**src/tpg_pkg.sv**
```systemverilog
package tpg_pkg;

   // ----------------------------------------------------------------
   // widths
   // ----------------------------------------------------------------
   localparam int          ADDR_W    = 8;
   localparam int          DATA_W    = 8;
   localparam int          FIRST_W   = 8;
   localparam int          SECOND_W  = 7;

   // ----------------------------------------------------------------
   // data memory offsets
   // ----------------------------------------------------------------
   localparam logic [7:0]  OFS_FIRST_LEVEL      = 8'h00;
   localparam logic [7:0]  OFS_FIRST_DIRECTION  = 8'h01;
   localparam logic [7:0]  OFS_FIRST_PULLUP     = 8'h02;
   localparam logic [7:0]  OFS_FIRST_WAKE       = 8'h03;
   localparam logic [7:0]  OFS_SECOND_LEVEL     = 8'h04;
   localparam logic [7:0]  OFS_SECOND_DIRECTION = 8'h05;
   localparam logic [7:0]  OFS_SECOND_PULLUP    = 8'h06;

   // ----------------------------------------------------------------
   // reset values
   // ----------------------------------------------------------------
   localparam logic [7:0]  RST_FIRST_LEVEL      = 8'hFF;
   localparam logic [7:0]  RST_FIRST_DIRECTION  = 8'hFF;
   localparam logic [7:0]  RST_FIRST_PULLUP     = 8'h00;
   localparam logic [7:0]  RST_FIRST_WAKE       = 8'h00;
   localparam logic [6:0]  RST_SECOND_LEVEL     = 7'h7F;
   localparam logic [6:0]  RST_SECOND_DIRECTION = 7'h7F;
   localparam logic [6:0]  RST_SECOND_PULLUP    = 7'h00;

endpackage : tpg_pkg

```
**src/tpg_wake.sv**
```systemverilog
`timescale 1ns/1ps

module tpg_wake (
   input  wire logic                          clk,
   input  wire logic                          rst_n,
   input  wire logic                          ce,
   input  wire logic [tpg_pkg::FIRST_W-1:0]   pins,
   input  wire logic [tpg_pkg::FIRST_W-1:0]   enable,
   input  wire logic                          sleep,
   output logic                               wake
);

   logic [tpg_pkg::FIRST_W-1:0] meta_r;
   logic [tpg_pkg::FIRST_W-1:0] meta_nxt;
   logic [tpg_pkg::FIRST_W-1:0] sync_r;
   logic [tpg_pkg::FIRST_W-1:0] sync_nxt;
   logic [tpg_pkg::FIRST_W-1:0] prev_r;
   logic [tpg_pkg::FIRST_W-1:0] prev_nxt;
   logic [tpg_pkg::FIRST_W-1:0] fall;
   logic                        wake_r;
   logic                        wake_nxt;

   // ----------------------------------------------------------------
   // per pin falling edge on the synchronised level
   // ----------------------------------------------------------------
   genvar g;
   generate
      for (g = 0; g < tpg_pkg::FIRST_W; g++) begin : g_pin
         assign fall[g] = prev_r[g] & ~sync_r[g] & enable[g];   // see [RQ9] see [RQ13]
      end
   endgenerate

   always_comb begin
      meta_nxt = pins;
      sync_nxt = meta_r;
      prev_nxt = sync_r;
      // only a sleeping core is woken; any enabled pin gives one pulse
      wake_nxt = sleep & (|fall);   // see [RQ8] see [RQ14]
   end

   always_ff @(posedge clk) begin
      if (!rst_n) begin
         // idle high, so a pin held low at release shows one falling edge once its low level reaches sync_r
         meta_r <= 8'hFF;
         sync_r <= 8'hFF;
         prev_r <= 8'hFF;
         wake_r <= 1'b0;
      end else if (ce) begin
         meta_r <= meta_nxt;
         sync_r <= sync_nxt;
         prev_r <= prev_nxt;
         wake_r <= wake_nxt;
      end
   end

   assign wake = wake_r;

   // ----------------------------------------------------------------
   // checks
   // ----------------------------------------------------------------
   a_wake_needs_sleep: assert property (   // see [RQ10]
      @(posedge clk) disable iff (!rst_n)
      (ce && !sleep) |=> !wake)
      else $error("wake pulse while core awake");

   a_wake_on_fall: assert property (   // see [RQ8]
      @(posedge clk) disable iff (!rst_n)
      (ce && sleep && |(prev_r & ~sync_r & enable)) |=> wake)
      else $error("enabled falling edge gave no wake pulse");

   a_wake_disabled: assert property (   // see [RQ13]
      @(posedge clk) disable iff (!rst_n)
      (ce && enable == 8'h00) |=> !wake)
      else $error("wake pulse with all pins disabled");

endmodule : tpg_wake

```
**src/tpg_top.sv**
```systemverilog
// Behaviour
// [RQ1] a port read returns the pin level sampled at the read edge, with no input latch.
// [RQ2] written output data stays in its latch until that port's level register is written again.
// [RQ3] unimplemented bits, bit 7 of every second-port register among them, read as zero.
// [RQ4] software clears the direction bit of unbonded pins after power-on and leaves their pull-up and wake bits.
// [RQ5] every pin used as digital input can switch on a weak pull-up from its own pull-up bit.
// [RQ6] the pull-up acts only when the shared function is digital input or open-drain output.
// [RQ7] pull-up bits disable at 0, enable at 1, and reset to 0.
// [RQ8] in sleep or idle a falling edge on an enabled first-port pin requests wake-up.
// [RQ9] each first-port pin has its own wake enable bit.
// [RQ10] a wake enable works only on a general purpose input pin while the core sleeps or idles.
// [RQ11] software may change any pin's direction at any time.
// [RQ12] direction 1 makes the pin a readable input, 0 a CMOS output driven from its latch.
// [RQ13] wake enable bits disable wake-up at 0 and enable it at 1.
// [RQ14] first-port inputs are synchronised and any enabled falling edge gives one wake pulse.
// [RQ15] a read of an output pin returns its data latch.
`timescale 1ns/1ps

module tpg_top (
   input  wire logic                           MCLK,
   input  wire logic                           RESET_N,
   input  wire logic                           CE,
   input  wire logic [tpg_pkg::ADDR_W-1:0]     MEM_ADDR,
   input  wire logic                           MEM_WR,
   input  wire logic                           MEM_RD,
   input  wire logic [tpg_pkg::DATA_W-1:0]     MEM_WDATA,
   output logic      [tpg_pkg::DATA_W-1:0]     MEM_RDATA,
   input  wire logic [tpg_pkg::FIRST_W-1:0]    PA_IN,
   output logic      [tpg_pkg::FIRST_W-1:0]    PA_OUT,
   output logic      [tpg_pkg::FIRST_W-1:0]    PA_OE,
   output logic      [tpg_pkg::FIRST_W-1:0]    PA_PULLUP,
   input  wire logic [tpg_pkg::FIRST_W-1:0]    PA_PU_ALLOW,
   input  wire logic [tpg_pkg::FIRST_W-1:0]    PA_GPIO_SEL,
   input  wire logic [tpg_pkg::SECOND_W-1:0]   PB_IN,
   output logic      [tpg_pkg::SECOND_W-1:0]   PB_OUT,
   output logic      [tpg_pkg::SECOND_W-1:0]   PB_OE,
   output logic      [tpg_pkg::SECOND_W-1:0]   PB_PULLUP,
   input  wire logic [tpg_pkg::SECOND_W-1:0]   PB_PU_ALLOW,
   input  wire logic                           CORE_SLEEP,
   output logic                                WAKE_REQ
);

   // ----------------------------------------------------------------
   // register state
   // ----------------------------------------------------------------
   logic [7:0] first_port_level_r;
   logic [7:0] first_port_level_nxt;
   logic [7:0] first_port_direction_r;
   logic [7:0] first_port_direction_nxt;
   logic [7:0] first_port_pullup_enable_r;
   logic [7:0] first_port_pullup_enable_nxt;
   logic [7:0] first_port_wake_enable_r;
   logic [7:0] first_port_wake_enable_nxt;
   logic [6:0] second_port_level_r;
   logic [6:0] second_port_level_nxt;
   logic [6:0] second_port_direction_r;
   logic [6:0] second_port_direction_nxt;
   logic [6:0] second_port_pullup_enable_r;
   logic [6:0] second_port_pullup_enable_nxt;
   logic [7:0] rdata_r;
   logic [7:0] rdata_nxt;
   logic [7:0] pa_oe_r;
   logic [7:0] pa_oe_nxt;
   logic [7:0] pa_pu_r;
   logic [7:0] pa_pu_nxt;
   logic [6:0] pb_oe_r;
   logic [6:0] pb_oe_nxt;
   logic [6:0] pb_pu_r;
   logic [6:0] pb_pu_nxt;
   logic [7:0] wake_en;
   logic [7:0] read_mux;
   logic       wr_cyc;

   assign wr_cyc = MEM_WR;

   // ----------------------------------------------------------------
   // register writes
   // ----------------------------------------------------------------
   always_comb begin
      first_port_level_nxt          = first_port_level_r;
      first_port_direction_nxt      = first_port_direction_r;
      first_port_pullup_enable_nxt  = first_port_pullup_enable_r;
      first_port_wake_enable_nxt    = first_port_wake_enable_r;
      second_port_level_nxt         = second_port_level_r;
      second_port_direction_nxt     = second_port_direction_r;
      second_port_pullup_enable_nxt = second_port_pullup_enable_r;
      if (wr_cyc) begin
         unique case (MEM_ADDR)
            tpg_pkg::OFS_FIRST_LEVEL: begin
               first_port_level_nxt = MEM_WDATA;   // see [RQ2]
            end
            tpg_pkg::OFS_FIRST_DIRECTION: begin
               first_port_direction_nxt = MEM_WDATA;   // see [RQ11]
            end
            tpg_pkg::OFS_FIRST_PULLUP: begin
               first_port_pullup_enable_nxt = MEM_WDATA;   // see [RQ7]
            end
            tpg_pkg::OFS_FIRST_WAKE: begin
               first_port_wake_enable_nxt = MEM_WDATA;   // see [RQ9]
            end
            tpg_pkg::OFS_SECOND_LEVEL: begin
               second_port_level_nxt = MEM_WDATA[6:0];   // see [RQ2]
            end
            tpg_pkg::OFS_SECOND_DIRECTION: begin
               second_port_direction_nxt = MEM_WDATA[6:0];   // see [RQ11]
            end
            tpg_pkg::OFS_SECOND_PULLUP: begin
               second_port_pullup_enable_nxt = MEM_WDATA[6:0];   // see [RQ7]
            end
            default: begin
               // other data memory addresses belong to other blocks
            end
         endcase
      end
   end

   always_ff @(posedge MCLK) begin
      if (!RESET_N) begin
         first_port_level_r          <= tpg_pkg::RST_FIRST_LEVEL;
         first_port_direction_r      <= tpg_pkg::RST_FIRST_DIRECTION;
         first_port_pullup_enable_r  <= tpg_pkg::RST_FIRST_PULLUP;   // see [RQ7]
         first_port_wake_enable_r    <= tpg_pkg::RST_FIRST_WAKE;
         second_port_level_r         <= tpg_pkg::RST_SECOND_LEVEL;
         second_port_direction_r     <= tpg_pkg::RST_SECOND_DIRECTION;
         second_port_pullup_enable_r <= tpg_pkg::RST_SECOND_PULLUP;   // see [RQ7]
      end else if (CE) begin
         first_port_level_r          <= first_port_level_nxt;
         first_port_direction_r      <= first_port_direction_nxt;
         first_port_pullup_enable_r  <= first_port_pullup_enable_nxt;
         first_port_wake_enable_r    <= first_port_wake_enable_nxt;
         second_port_level_r         <= second_port_level_nxt;
         second_port_direction_r     <= second_port_direction_nxt;
         second_port_pullup_enable_r <= second_port_pullup_enable_nxt;
      end
   end

   // ----------------------------------------------------------------
   // read path
   // ----------------------------------------------------------------
   // pins are sampled raw in the read cycle; no input latch, so the
   // level must be settled at that edge
   always_comb begin
      read_mux = 8'h00;   // see [RQ3]
      unique case (MEM_ADDR)
         tpg_pkg::OFS_FIRST_LEVEL: begin
            read_mux = (first_port_direction_r & PA_IN)
                     | (~first_port_direction_r & first_port_level_r);   // see [RQ1] see [RQ15]
         end
         tpg_pkg::OFS_FIRST_DIRECTION: begin
            read_mux = first_port_direction_r;
         end
         tpg_pkg::OFS_FIRST_PULLUP: begin
            read_mux = first_port_pullup_enable_r;
         end
         tpg_pkg::OFS_FIRST_WAKE: begin
            read_mux = first_port_wake_enable_r;
         end
         tpg_pkg::OFS_SECOND_LEVEL: begin
            read_mux = {1'b0, (second_port_direction_r & PB_IN)
                     | (~second_port_direction_r & second_port_level_r)};   // see [RQ1] see [RQ3]
         end
         tpg_pkg::OFS_SECOND_DIRECTION: begin
            read_mux = {1'b0, second_port_direction_r};   // see [RQ3]
         end
         tpg_pkg::OFS_SECOND_PULLUP: begin
            read_mux = {1'b0, second_port_pullup_enable_r};   // see [RQ3]
         end
         default: begin
            read_mux = 8'h00;
         end
      endcase
      rdata_nxt = MEM_RD ? read_mux : rdata_r;
   end

   // ----------------------------------------------------------------
   // pin drive and pull-ups
   // ----------------------------------------------------------------
   // registered so every pin control leaves from a flop; costs one
   // cycle of latency after a register write
   always_comb begin
      pa_oe_nxt = ~first_port_direction_r;   // see [RQ12]
      pb_oe_nxt = ~second_port_direction_r;   // see [RQ12]
      pa_pu_nxt = first_port_pullup_enable_r & PA_PU_ALLOW;   // see [RQ5] see [RQ6]
      pb_pu_nxt = second_port_pullup_enable_r & PB_PU_ALLOW;   // see [RQ5] see [RQ6]
   end

   always_ff @(posedge MCLK) begin
      if (!RESET_N) begin
         rdata_r <= 8'h00;
         pa_oe_r <= 8'h00;
         pb_oe_r <= 7'h00;
         pa_pu_r <= 8'h00;
         pb_pu_r <= 7'h00;
      end else if (CE) begin
         rdata_r <= rdata_nxt;
         pa_oe_r <= pa_oe_nxt;
         pb_oe_r <= pb_oe_nxt;
         pa_pu_r <= pa_pu_nxt;
         pb_pu_r <= pb_pu_nxt;
      end
   end

   assign MEM_RDATA = rdata_r;
   assign PA_OUT    = first_port_level_r;
   assign PB_OUT    = second_port_level_r;
   assign PA_OE     = pa_oe_r;
   assign PB_OE     = pb_oe_r;
   assign PA_PULLUP = pa_pu_r;
   assign PB_PULLUP = pb_pu_r;

   // ----------------------------------------------------------------
   // wake-up
   // ----------------------------------------------------------------
   // enable counts only for a general purpose input pin
   assign wake_en = first_port_wake_enable_r & first_port_direction_r & PA_GPIO_SEL;   // see [RQ10]

   tpg_wake u_wake (
      .clk    (MCLK),
      .rst_n  (RESET_N),
      .ce     (CE),
      .pins   (PA_IN),
      .enable (wake_en),
      .sleep  (CORE_SLEEP),   // see [RQ10]
      .wake   (WAKE_REQ)
   );

   // ----------------------------------------------------------------
   // checks
   // ----------------------------------------------------------------
   a_read_pin_raw: assert property (   // see [RQ1]
      @(posedge MCLK) disable iff (!RESET_N)
      (CE && MEM_RD && MEM_ADDR == tpg_pkg::OFS_FIRST_LEVEL && first_port_direction_r == 8'hFF)
      |=> MEM_RDATA == $past(PA_IN))
      else $error("input pin read not taken from the pin");

   a_read_out_latch: assert property (   // see [RQ15]
      @(posedge MCLK) disable iff (!RESET_N)
      (CE && MEM_RD && MEM_ADDR == tpg_pkg::OFS_FIRST_LEVEL && first_port_direction_r == 8'h00)
      |=> MEM_RDATA == $past(first_port_level_r))
      else $error("output pin read not taken from the latch");

   a_latch_hold: assert property (   // see [RQ2]
      @(posedge MCLK) disable iff (!RESET_N)
      !(MEM_WR && MEM_ADDR == tpg_pkg::OFS_FIRST_LEVEL) |=> $stable(PA_OUT))
      else $error("output latch changed without a write");

   a_second_bit7: assert property (   // see [RQ3]
      @(posedge MCLK) disable iff (!RESET_N)
      (CE && MEM_RD && MEM_ADDR >= tpg_pkg::OFS_SECOND_LEVEL) |=> MEM_RDATA[7] == 1'b0)
      else $error("unimplemented bit read as one");

   a_pullup_gate: assert property (   // see [RQ6]
      @(posedge MCLK) disable iff (!RESET_N)
      CE |=> (PA_PULLUP == $past(first_port_pullup_enable_r & PA_PU_ALLOW))
          && (PB_PULLUP == $past(second_port_pullup_enable_r & PB_PU_ALLOW)))
      else $error("pull-up not gated by its bit and function");

   a_pullup_reset: assert property (   // see [RQ7]
      @(posedge MCLK)
      !RESET_N |=> (PA_PULLUP == 8'h00 && PB_PULLUP == 7'h00 && PA_OE == 8'h00))
      else $error("pull-up or drive active after reset");

   a_dir_write: assert property (   // see [RQ11]
      @(posedge MCLK) disable iff (!RESET_N)
      (CE && MEM_WR && MEM_ADDR == tpg_pkg::OFS_FIRST_DIRECTION) ##1 CE
      |=> PA_OE == ~$past(MEM_WDATA, 2))
      else $error("direction write did not reach the drivers in two cycles");

   a_dir_drive: assert property (   // see [RQ12]
      @(posedge MCLK) disable iff (!RESET_N)
      CE |=> PB_OE == ~$past(second_port_direction_r))
      else $error("second port drive does not follow direction");

   a_first_drive: assert property (   // see [RQ12]
      @(posedge MCLK) disable iff (!RESET_N)
      CE |=> PA_OE == ~$past(first_port_direction_r))
      else $error("first port drive does not follow direction");

   a_second_hold: assert property (   // see [RQ2]
      @(posedge MCLK) disable iff (!RESET_N)
      !(MEM_WR && MEM_ADDR == tpg_pkg::OFS_SECOND_LEVEL) |=> $stable(PB_OUT))
      else $error("second output latch changed without a write");

   a_unmapped_zero: assert property (   // see [RQ3]
      @(posedge MCLK) disable iff (!RESET_N)
      (CE && MEM_RD && MEM_ADDR > tpg_pkg::OFS_SECOND_PULLUP) |=> MEM_RDATA == 8'h00)
      else $error("unmapped address read as nonzero");

   a_second_read_raw: assert property (   // see [RQ1]
      @(posedge MCLK) disable iff (!RESET_N)
      (CE && MEM_RD && MEM_ADDR == tpg_pkg::OFS_SECOND_LEVEL
         && second_port_direction_r == 7'h7F)
      |=> MEM_RDATA == {1'b0, $past(PB_IN)})
      else $error("second port input read not taken from the pin");

   a_wake_gpio_only: assert property (   // see [RQ10]
      @(posedge MCLK) disable iff (!RESET_N)
      (CE && (first_port_wake_enable_r & first_port_direction_r & PA_GPIO_SEL) == 8'h00)
      |=> !WAKE_REQ)
      else $error("wake pulse from a pin that is not a general purpose input");

endmodule : tpg_top

```
**config.mk**
```make
export PLATFORM = sky130hd
export DESIGN_NAME = tpg_top
export DESIGN_NICKNAME = d
export VERILOG_FILES = /design/src/tpg_pkg.sv /design/src/tpg_wake.sv /design/src/tpg_top.sv
export SDC_FILE = /design/constraint.sdc
export NUM_CORES = 1
export LEC_CHECK = 0
export ABC_AREA = 1
export BUFFER_PORTS_ARGS = -buffer_cell sky130_fd_sc_hd__buf_2
export CAP_MARGIN = 25
export CORE_MARGIN = 2
export CORE_UTILIZATION = 31
export CTS_CLUSTER_DIAMETER = 100
export DETAILED_ROUTE_END_ITERATION = 10
export PLACE_DENSITY = 0.52
export SETUP_SLACK_MARGIN = 0.5
export SYNTH_ARGS = -nofsm -noshare
export SYNTH_HDL_FRONTEND = slang
export SYNTH_SLANG_ARGS = --single-unit
```
**constraint.sdc**
```tcl
create_clock -name MCLK -period 1.5 [get_ports MCLK]
set_clock_uncertainty 0.2 [all_clocks]
set_input_delay 0.15 -clock MCLK [delete_from_list [all_inputs] [get_ports MCLK]]
set_output_delay 0.15 -clock MCLK [all_outputs]
set_load 0.02 [all_outputs]
```
==> reports/metrics.yaml, run 1 <==
register_area_um2: 2460
top_usage_layer: "met2"
violations: "negative hold slack"
placement_rows: 46
power_leakage_nw: 3.64
yosys-top-cells-area: "dfxtp_1 (46%), nand2_1 (10%), nand3_1 (6.8%)"
n_antenna_cell: 0
cp_slowest_cell: "dfxtp_2"
setup_violations: 0
htree_levels: 4
min_period_ns: 1.33
cp_cell_sequence: "nand2_1 -> o21ai_2 -> nand3_1 -> nand2_1 -> nor2_1 -> nand2_1 -> nand2_1 -> a21oi_2"
required_ns: 1.59
syn_inst: 667
via_per_inst: 4.94
yosysSeqAreaShare_pct: 45.6
drcViolationCount: 0
cts_buffer_depth: 2
ys.flop_type: "dfxtp_1"
crit_fanout: 5
drt-pass1-iter-count: 5
status: "finished, violations left"
power_density_nw_per_um2: 1020
path_clk_slew_ns: 0.05
num_vias: 5340
grt_max_degree: 38
fin_setup_tns_ns: 0
ant_nets: 0
ys_warn_count: 0
grt_pass1_vias: 5065
clock_latency_ns: 0.41
grt_pass1_wl_mm: 27.7
die-area_um2: 17500
yosys.area.top_type: "dfxtp_1"
whs_ns: -0.0789
async_flop_share_pct: 0
routed_wl_mm: 18.3
grt_util_met2_pct: 33.8
dieWidth_um: 132
drv_cap: 0
syn_area_um2: 5090
drv_slew: 0
worstSetupPathType: "reg2reg"
synth.top_cell.area_share_pct: 45.6
hp-class: "in2reg"
post-dp-hpwl_mm: 12.3
start_kind: "flop"
area_growth_syn_to_layout_pct: 61.2
arrival_ns: 1.42
cts_root_buf: "clkbuf_16"
detail_route.wl_per_cell_um: 16.9
hold_viol_final: 38
cts_buffers: 17
synthTopCellsByCount: "nand2_1 (141), dfxtp_1 (116), nor2_1 (71)"
rsz0062_at_grt: "yes"
synth_enable_flop_cells: 0
fp.dieH_um: 132
nNetsFinal: 912
postLayoutSetupSlackWorst_ns: 0.172
core_area_um2: 15900
peakVddDrop_uv: 872
syn_avg_cell_area_um2: 7.63
synth_seq_cells: 116
met1_usage_pct: 26.4
cts_tree: "done"
track_usage_pct: 20.5
worst_slew_pin_slew_ns: 0.355
final_layout_size_suffix_gt1_share_pct: 47.1
antenna_found_initial: 0
cp_slowest_stage_delay_ns: 0.35
io_pins: 114
gp_congestion: 0.854
clock-sinks: 116
maxSlewHeadroom_pct: 76.3
cp_common_cell: "nand2_1"
syn-num-nets: 727
overflow: 0
synth.most_common_cell: "nand2_1"
dpl_worst_slack_ns: -0.106
fmax_mhz: 753
fillers: 1494
start_util_pct: 31.9
drtIter0Drc: 368
critical_path.endpoint_type: "flop"
ctsHoldBuffers: 26
multi_input_comb_area_um2: 2800
fin_crit_sh_pct: 88.5
met3_usage_pct: 5.11
port_buffers: 113
synth.distinct_cells: 29
==> state kept, by name (all words and copies together) (netlist names), 7 cells and up <==
| name | cells |
|---|---|
| PB_PULLUP | 7 |
| first_port_wake_enable_r | 8 |
| PB_OUT | 7 |
| first_port_pullup_enable_r | 8 |
| PB_OE | 7 |
| PA_OE | 8 |
| second_port_direction_r | 7 |
| PA_PULLUP | 8 |
| u_wake.meta_r | 8 |
| PA_OUT | 8 |
| second_port_pullup_enable_r | 7 |
| u_wake.prev_r | 8 |
| MEM_RDATA | 8 |
| first_port_direction_r | 8 |
| u_wake.prev_nxt | 8 |
==> timing repair <==
action	in CTS	in global routing
buffers inserted	13	15
endpoints found under the hold margin	85	42
resized for setup	251	80
endpoints found under the setup margin	114	119
gates cloned	3	5
pin swaps	33	36
==> power by group <==
part,leakage (nW),internal [mW],switching (mW)
clock network,0.310,2.90,1.41
logic,2.37,0.357,0.472
registers,0.956,3.14,0.0516
total,3.64,6.40,1.94
==> metal layers <==
layer  vias to the layer above  wire length [µm]
li1                       2614                 -
met1                      2544              8060
met4                         0               317
met2                       161              8870
met3                        21              1070
met5                         -                 0
==> critical path, delay by kind of cell (launching register included) <==
family,cells,cell delay (ns)
simple gates,6,0.54
flops,1,0.35
compound gates,2,0.12
==> final cells by class <==
class,count,area share (%)
multi-input cells,473,34.1
flip-flops and latches,116,30.0
repair buffers,194,21.7
clock buffers,22,5.78
well taps,216,3.30
inverters,49,3.22
clock inverters,10,1.86
repair inverters,1,0.0915
==> cell families after synthesis <==
group / share of synthesized area (%)
flip-flops: 45.6
AO/OA/AOI/OAI: 17.4
buffers and inverters: 7.38
AND/OR/NAND/NOR: 29.6
==> layout by cell type, fill, tap and decap left out, types with 18 or more instances in the layout <==
master / instances
buf_2: 54
a21oi_1: 47
buf_4: 36
clkbuf_16: 19
o21ai_2: 18
nand3_1: 60
nand2_1: 121
dfxtp_1: 47
inv_1: 26
dfxtp_2: 50
nor2_1: 51
dfxtp_4: 19
dlygate4sd3_1: 26
buf_6: 66
o21ai_0: 42
o211ai_1: 20
==> stage by stage <==
stage | power [mW] | utilization [%] | instances | instance area (µm²)
2_1_floorplan | 3.63 | - | 667 | 5190
3_3_place_gp | 3.89 | 37.8 | 987 | 6030
3_5_place_dp | 3.90 | 37.8 | 987 | 6030
4_1_cts | 8.33 | 48.4 | 1061 | 7720
5_1_grt | 8.61 | 51.4 | 1081 | 8200
6_report | 8.33 | 51.4 | 1081 | 8200
==> worst paths after layout <==
kind                                                  end  slack (ns)                                    start  depth (start not counted)
hold reg to reg             u_wake.meta_r[0]$_SDFFE_PN1P_        0.26            u_wake.meta_r[0]$_SDFFE_PN1P_                          2
setup / recovery                MEM_RDATA[0]$_SDFFE_PN0P_        0.17  second_port_direction_r[0]$_SDFFE_PN1P_                          8
setup reg to reg                MEM_RDATA[0]$_SDFFE_PN0P_        0.17  second_port_direction_r[0]$_SDFFE_PN1P_                          8
hold / removal    second_port_direction_r[1]$_SDFFE_PN1P_       -0.08                             MEM_WDATA[1]                          3
(Power assumes the default switching activity.)
==> run 2, diff against run 1 <==
--- a/config.mk
+++ b/config.mk
@@ -5,7 +5,6 @@
 export SDC_FILE = /design/constraint.sdc
 export NUM_CORES = 1
 export LEC_CHECK = 0
-export ABC_AREA = 1
 export BUFFER_PORTS_ARGS = -buffer_cell sky130_fd_sc_hd__buf_2
 export CAP_MARGIN = 25
 export CORE_MARGIN = 2
==> reports/metrics.yaml, run 2 <==
post-dp-hpwl_mm: 11.6  # -5.7%
drtIter0Drc: 252  # -32%
grt_pass1_vias: 4683  # -7.5%
drv_slew: 0  # unchanged
ctsHoldBuffers: 26  # unchanged
worst_slew_pin_slew_ns: 0.426  # +0.0714 ns
dieWidth_um: 131  # -0.93%
grt_max_degree: 46  # +21%
async_flop_share_pct: 0  # unchanged
cts_buffer_depth: 2  # unchanged
gp_congestion: 0.842  # -1.5%
cts_buffers: 17  # unchanged
critical_path.endpoint_type: "flop"
synth.most_common_cell: "nand2_1"
fillers: 1466  # -1.9%
nNetsFinal: 830  # -9.0%
n_antenna_cell: 0  # unchanged
fin_cells: 999  # -7.6%
grt_pass1_wl_mm: 25.3  # -8.7%
detail_route.wl_per_cell_um: 16.7  # -1.4%
synth.top_cell.area_share_pct: 46.5  # +0.89 points
dp_cells: 921  # -6.7%
fmax_mhz: 684  # -9.1%
final_layout_size_suffix_gt1_share_pct: 48.4  # +1.4 points
synth_enable_flop_cells: 0  # unchanged
clock-sinks: 116  # unchanged
die-area_um2: 17100  # -1.9%
path_clk_slew_ns: 0.05  # about the same
arrival_ns: 1.56  # +0.14 ns
synth.distinct_cells: 36  # +24%
via_per_inst: 4.82  # -2.3%
required_ns: 1.60  # about the same
port_buffers: 113  # unchanged
peakVddDrop_uv: 799  # -8.4%
hold_end: "first_port_pullup_enable_r[2]$_SDFFE_PN0P_"
cts_tree: "done"
ys.flop_type: "dfxtp_1"
track_usage_pct: 19.6  # -0.86 points
syn_inst: 569  # -15%
io_pins: 114  # unchanged
start_util_pct: 31.5  # -0.38 points
syn_area_um2: 4990  # -1.9%
overflow: 0  # unchanged
placement_rows: 46  # unchanged
clock_latency_ns: 0.42  # about the same
num_vias: 4819  # -9.8%
synth_seq_cells: 116  # unchanged
fp.dieH_um: 131  # -0.93%
antenna_found_initial: 0  # unchanged
core_area_um2: 15800  # -0.72%
r2r_cells: 3  # -5
reg2reg_from: "first_port_pullup_enable_r[3]$_SDFFE_PN0P_"
worstHoldStart: "MEM_WDATA[2]"
power_leakage_nw: 3.36  # -7.6%
postLayoutSetupSlackWorst_ns: 0.0386  # -0.134 ns
layout_common_cells: "nand2_1 (108), buf_6 (74), dfxtp_2 (65)"
whs_ns: -0.111  # -0.0324 ns
r2r_slack_ns: 0.04  # -0.13 ns
cts_root_buf: "clkbuf_16"
yosysSeqAreaShare_pct: 46.5  # +0.89 points
yosys.area.top_type: "dfxtp_1"
worstSetupPathType: "reg2reg"
fin_crit_sh_pct: 97.4  # +8.9 points
hp-class: "in2reg"
layout_commonest_cell: "nand2_1"
power_density_nw_per_um2: 1010  # -0.81%
yosys-top-cells-area: "dfxtp_1 (47%), mux2i_1 (11%), nand2_1 (11%)"
drt-pass1-iter-count: 4  # -1
synthTopCellsByCount: "nand2_1 (141), dfxtp_1 (116), mux2i_1 (54)"
maxSlewHeadroom_pct: 71.5  # -4.9 points
htree_levels: 4  # unchanged
start_kind: "flop"
ys_warn_count: 0  # unchanged
routed_wl_mm: 16.7  # -8.9%
ant_nets: 0  # unchanged
rr_endpoint: "MEM_RDATA[3]$_SDFFE_PN0P_"
dpl_worst_slack_ns: -0.392  # -0.287 ns
rsz0062_at_grt: "yes"
crit_fanout: 2  # -3
hold_viol_final: 40  # +5.3%
min_period_ns: 1.46  # +0.134 ns
area_growth_syn_to_layout_pct: 62.4
worstHoldPathCells: 3  # unchanged
status: "finished, violations left"
syn-num-nets: 629  # -13%
drv_cap: 0  # unchanged
violations: "negative hold slack"
syn_avg_cell_area_um2: 8.77  # +15%
drcViolationCount: 0  # unchanged
setup_violations: 0  # unchanged
run 2: layer usage:
| metal | global-route usage (%) | share of wire [%] |
|---|---|---|
| met5 | 0 | 0 |
| met4 | 6.38 | 0.79 |
| met1 | 26.4 | 46 |
| met2 | 31.3 | 47 |
| met3 | 4.48 | 5.5 |
run 2: logic make-up after synthesis:
group / count (synthesis) / share of synthesized area, %
AO/OA/AOI/OAI: 97 / 13.8
buffers and inverters: 49 / 3.84
AND/OR/NAND/NOR: 249 / 24.1
multiplexers: 58 / 11.7
flip-flops: 116 / 46.5
run 2: worst max path at each step:
stage,to,cells after the start,from
final,MEM_RDATA[3]$_SDFFE_PN0P_,3,first_port_pullup_enable_r[3]$_SDFFE_PN0P_
after global routing,second_port_direction_r[3]$_SDFFE_PN1P_,8,MEM_ADDR[4]
after CTS,MEM_RDATA[3]$_SDFFE_PN0P_,3,first_port_pullup_enable_r[3]$_SDFFE_PN0P_
after detailed placement,first_port_pullup_enable_r[6]$_SDFFE_PN0P_,8,MEM_ADDR[6]
after global placement,first_port_pullup_enable_r[5]$_SDFFE_PN0P_,8,MEM_ADDR[6]
after floorplan,second_port_direction_r[0]$_SDFFE_PN1P_,5,MEM_ADDR[6]
run 2: per-stage QoR:
| step | utilization [%] | area, µm² | hold WS (ns) | setup TNS (ns) | total power [mW] |
|---|---|---|---|---|---|
| global placement | 39.3 | 6220 | 0.204 | -18.59 | 3.71 |
| floorplan | - | 5130 | 0.0702 | -4.09 | 3.47 |
| detailed placement | 39.3 | 6220 | 0.219 | -18.61 | 3.72 |
| global route | 51.2 | 8100 | -0.108 | 0 | 8.44 |
| finish | 51.2 | 8100 | -0.111 | 0 | 8.17 |
| CTS | 49.6 | 7850 | -0.126 | 0 | 8.21 |
run 2: worst max-delay path, cell delays in order (launching register included):
cell and delay [ns]:
dfxtp_2 0.32, mux2_4 0.27, a221o_1 0.30, a32o_1 0.26
run 2: layout make-up:
| cell class | count | area (µm²) | share of cell area (%) |
|---|---|---|---|
| flip-flops and latches | 116 | 2430 | 29.9 |
| inverters | 14 | 52.6 | 0.648 |
| clock buffers | 23 | 498 | 6.14 |
| multi-input cells | 404 | 2790 | 34.5 |
| well taps | 216 | 270 | 3.33 |
| clock inverters | 9 | 148 | 1.82 |
| repair buffers | 217 | 1920 | 23.7 |
run 2: report_power, final:
part           switching, mW  leakage [nW]  internal (mW)  total (mW)
Clock                   1.42         0.319           2.99        4.41
Sequential            0.0197         0.950           3.10        3.12
Combinational          0.336          2.10          0.300       0.636
Total                   1.78          3.36           6.39        8.17
run 2: timing repair:
action | CTS | global route
hold endpoints to repair | 78 | 38
pin swaps | 48 | 31
setup endpoints to repair | 123 | 129
gates cloned | 0 | 1
buffers inserted | 12 | 7
resized for setup | 249 | 54
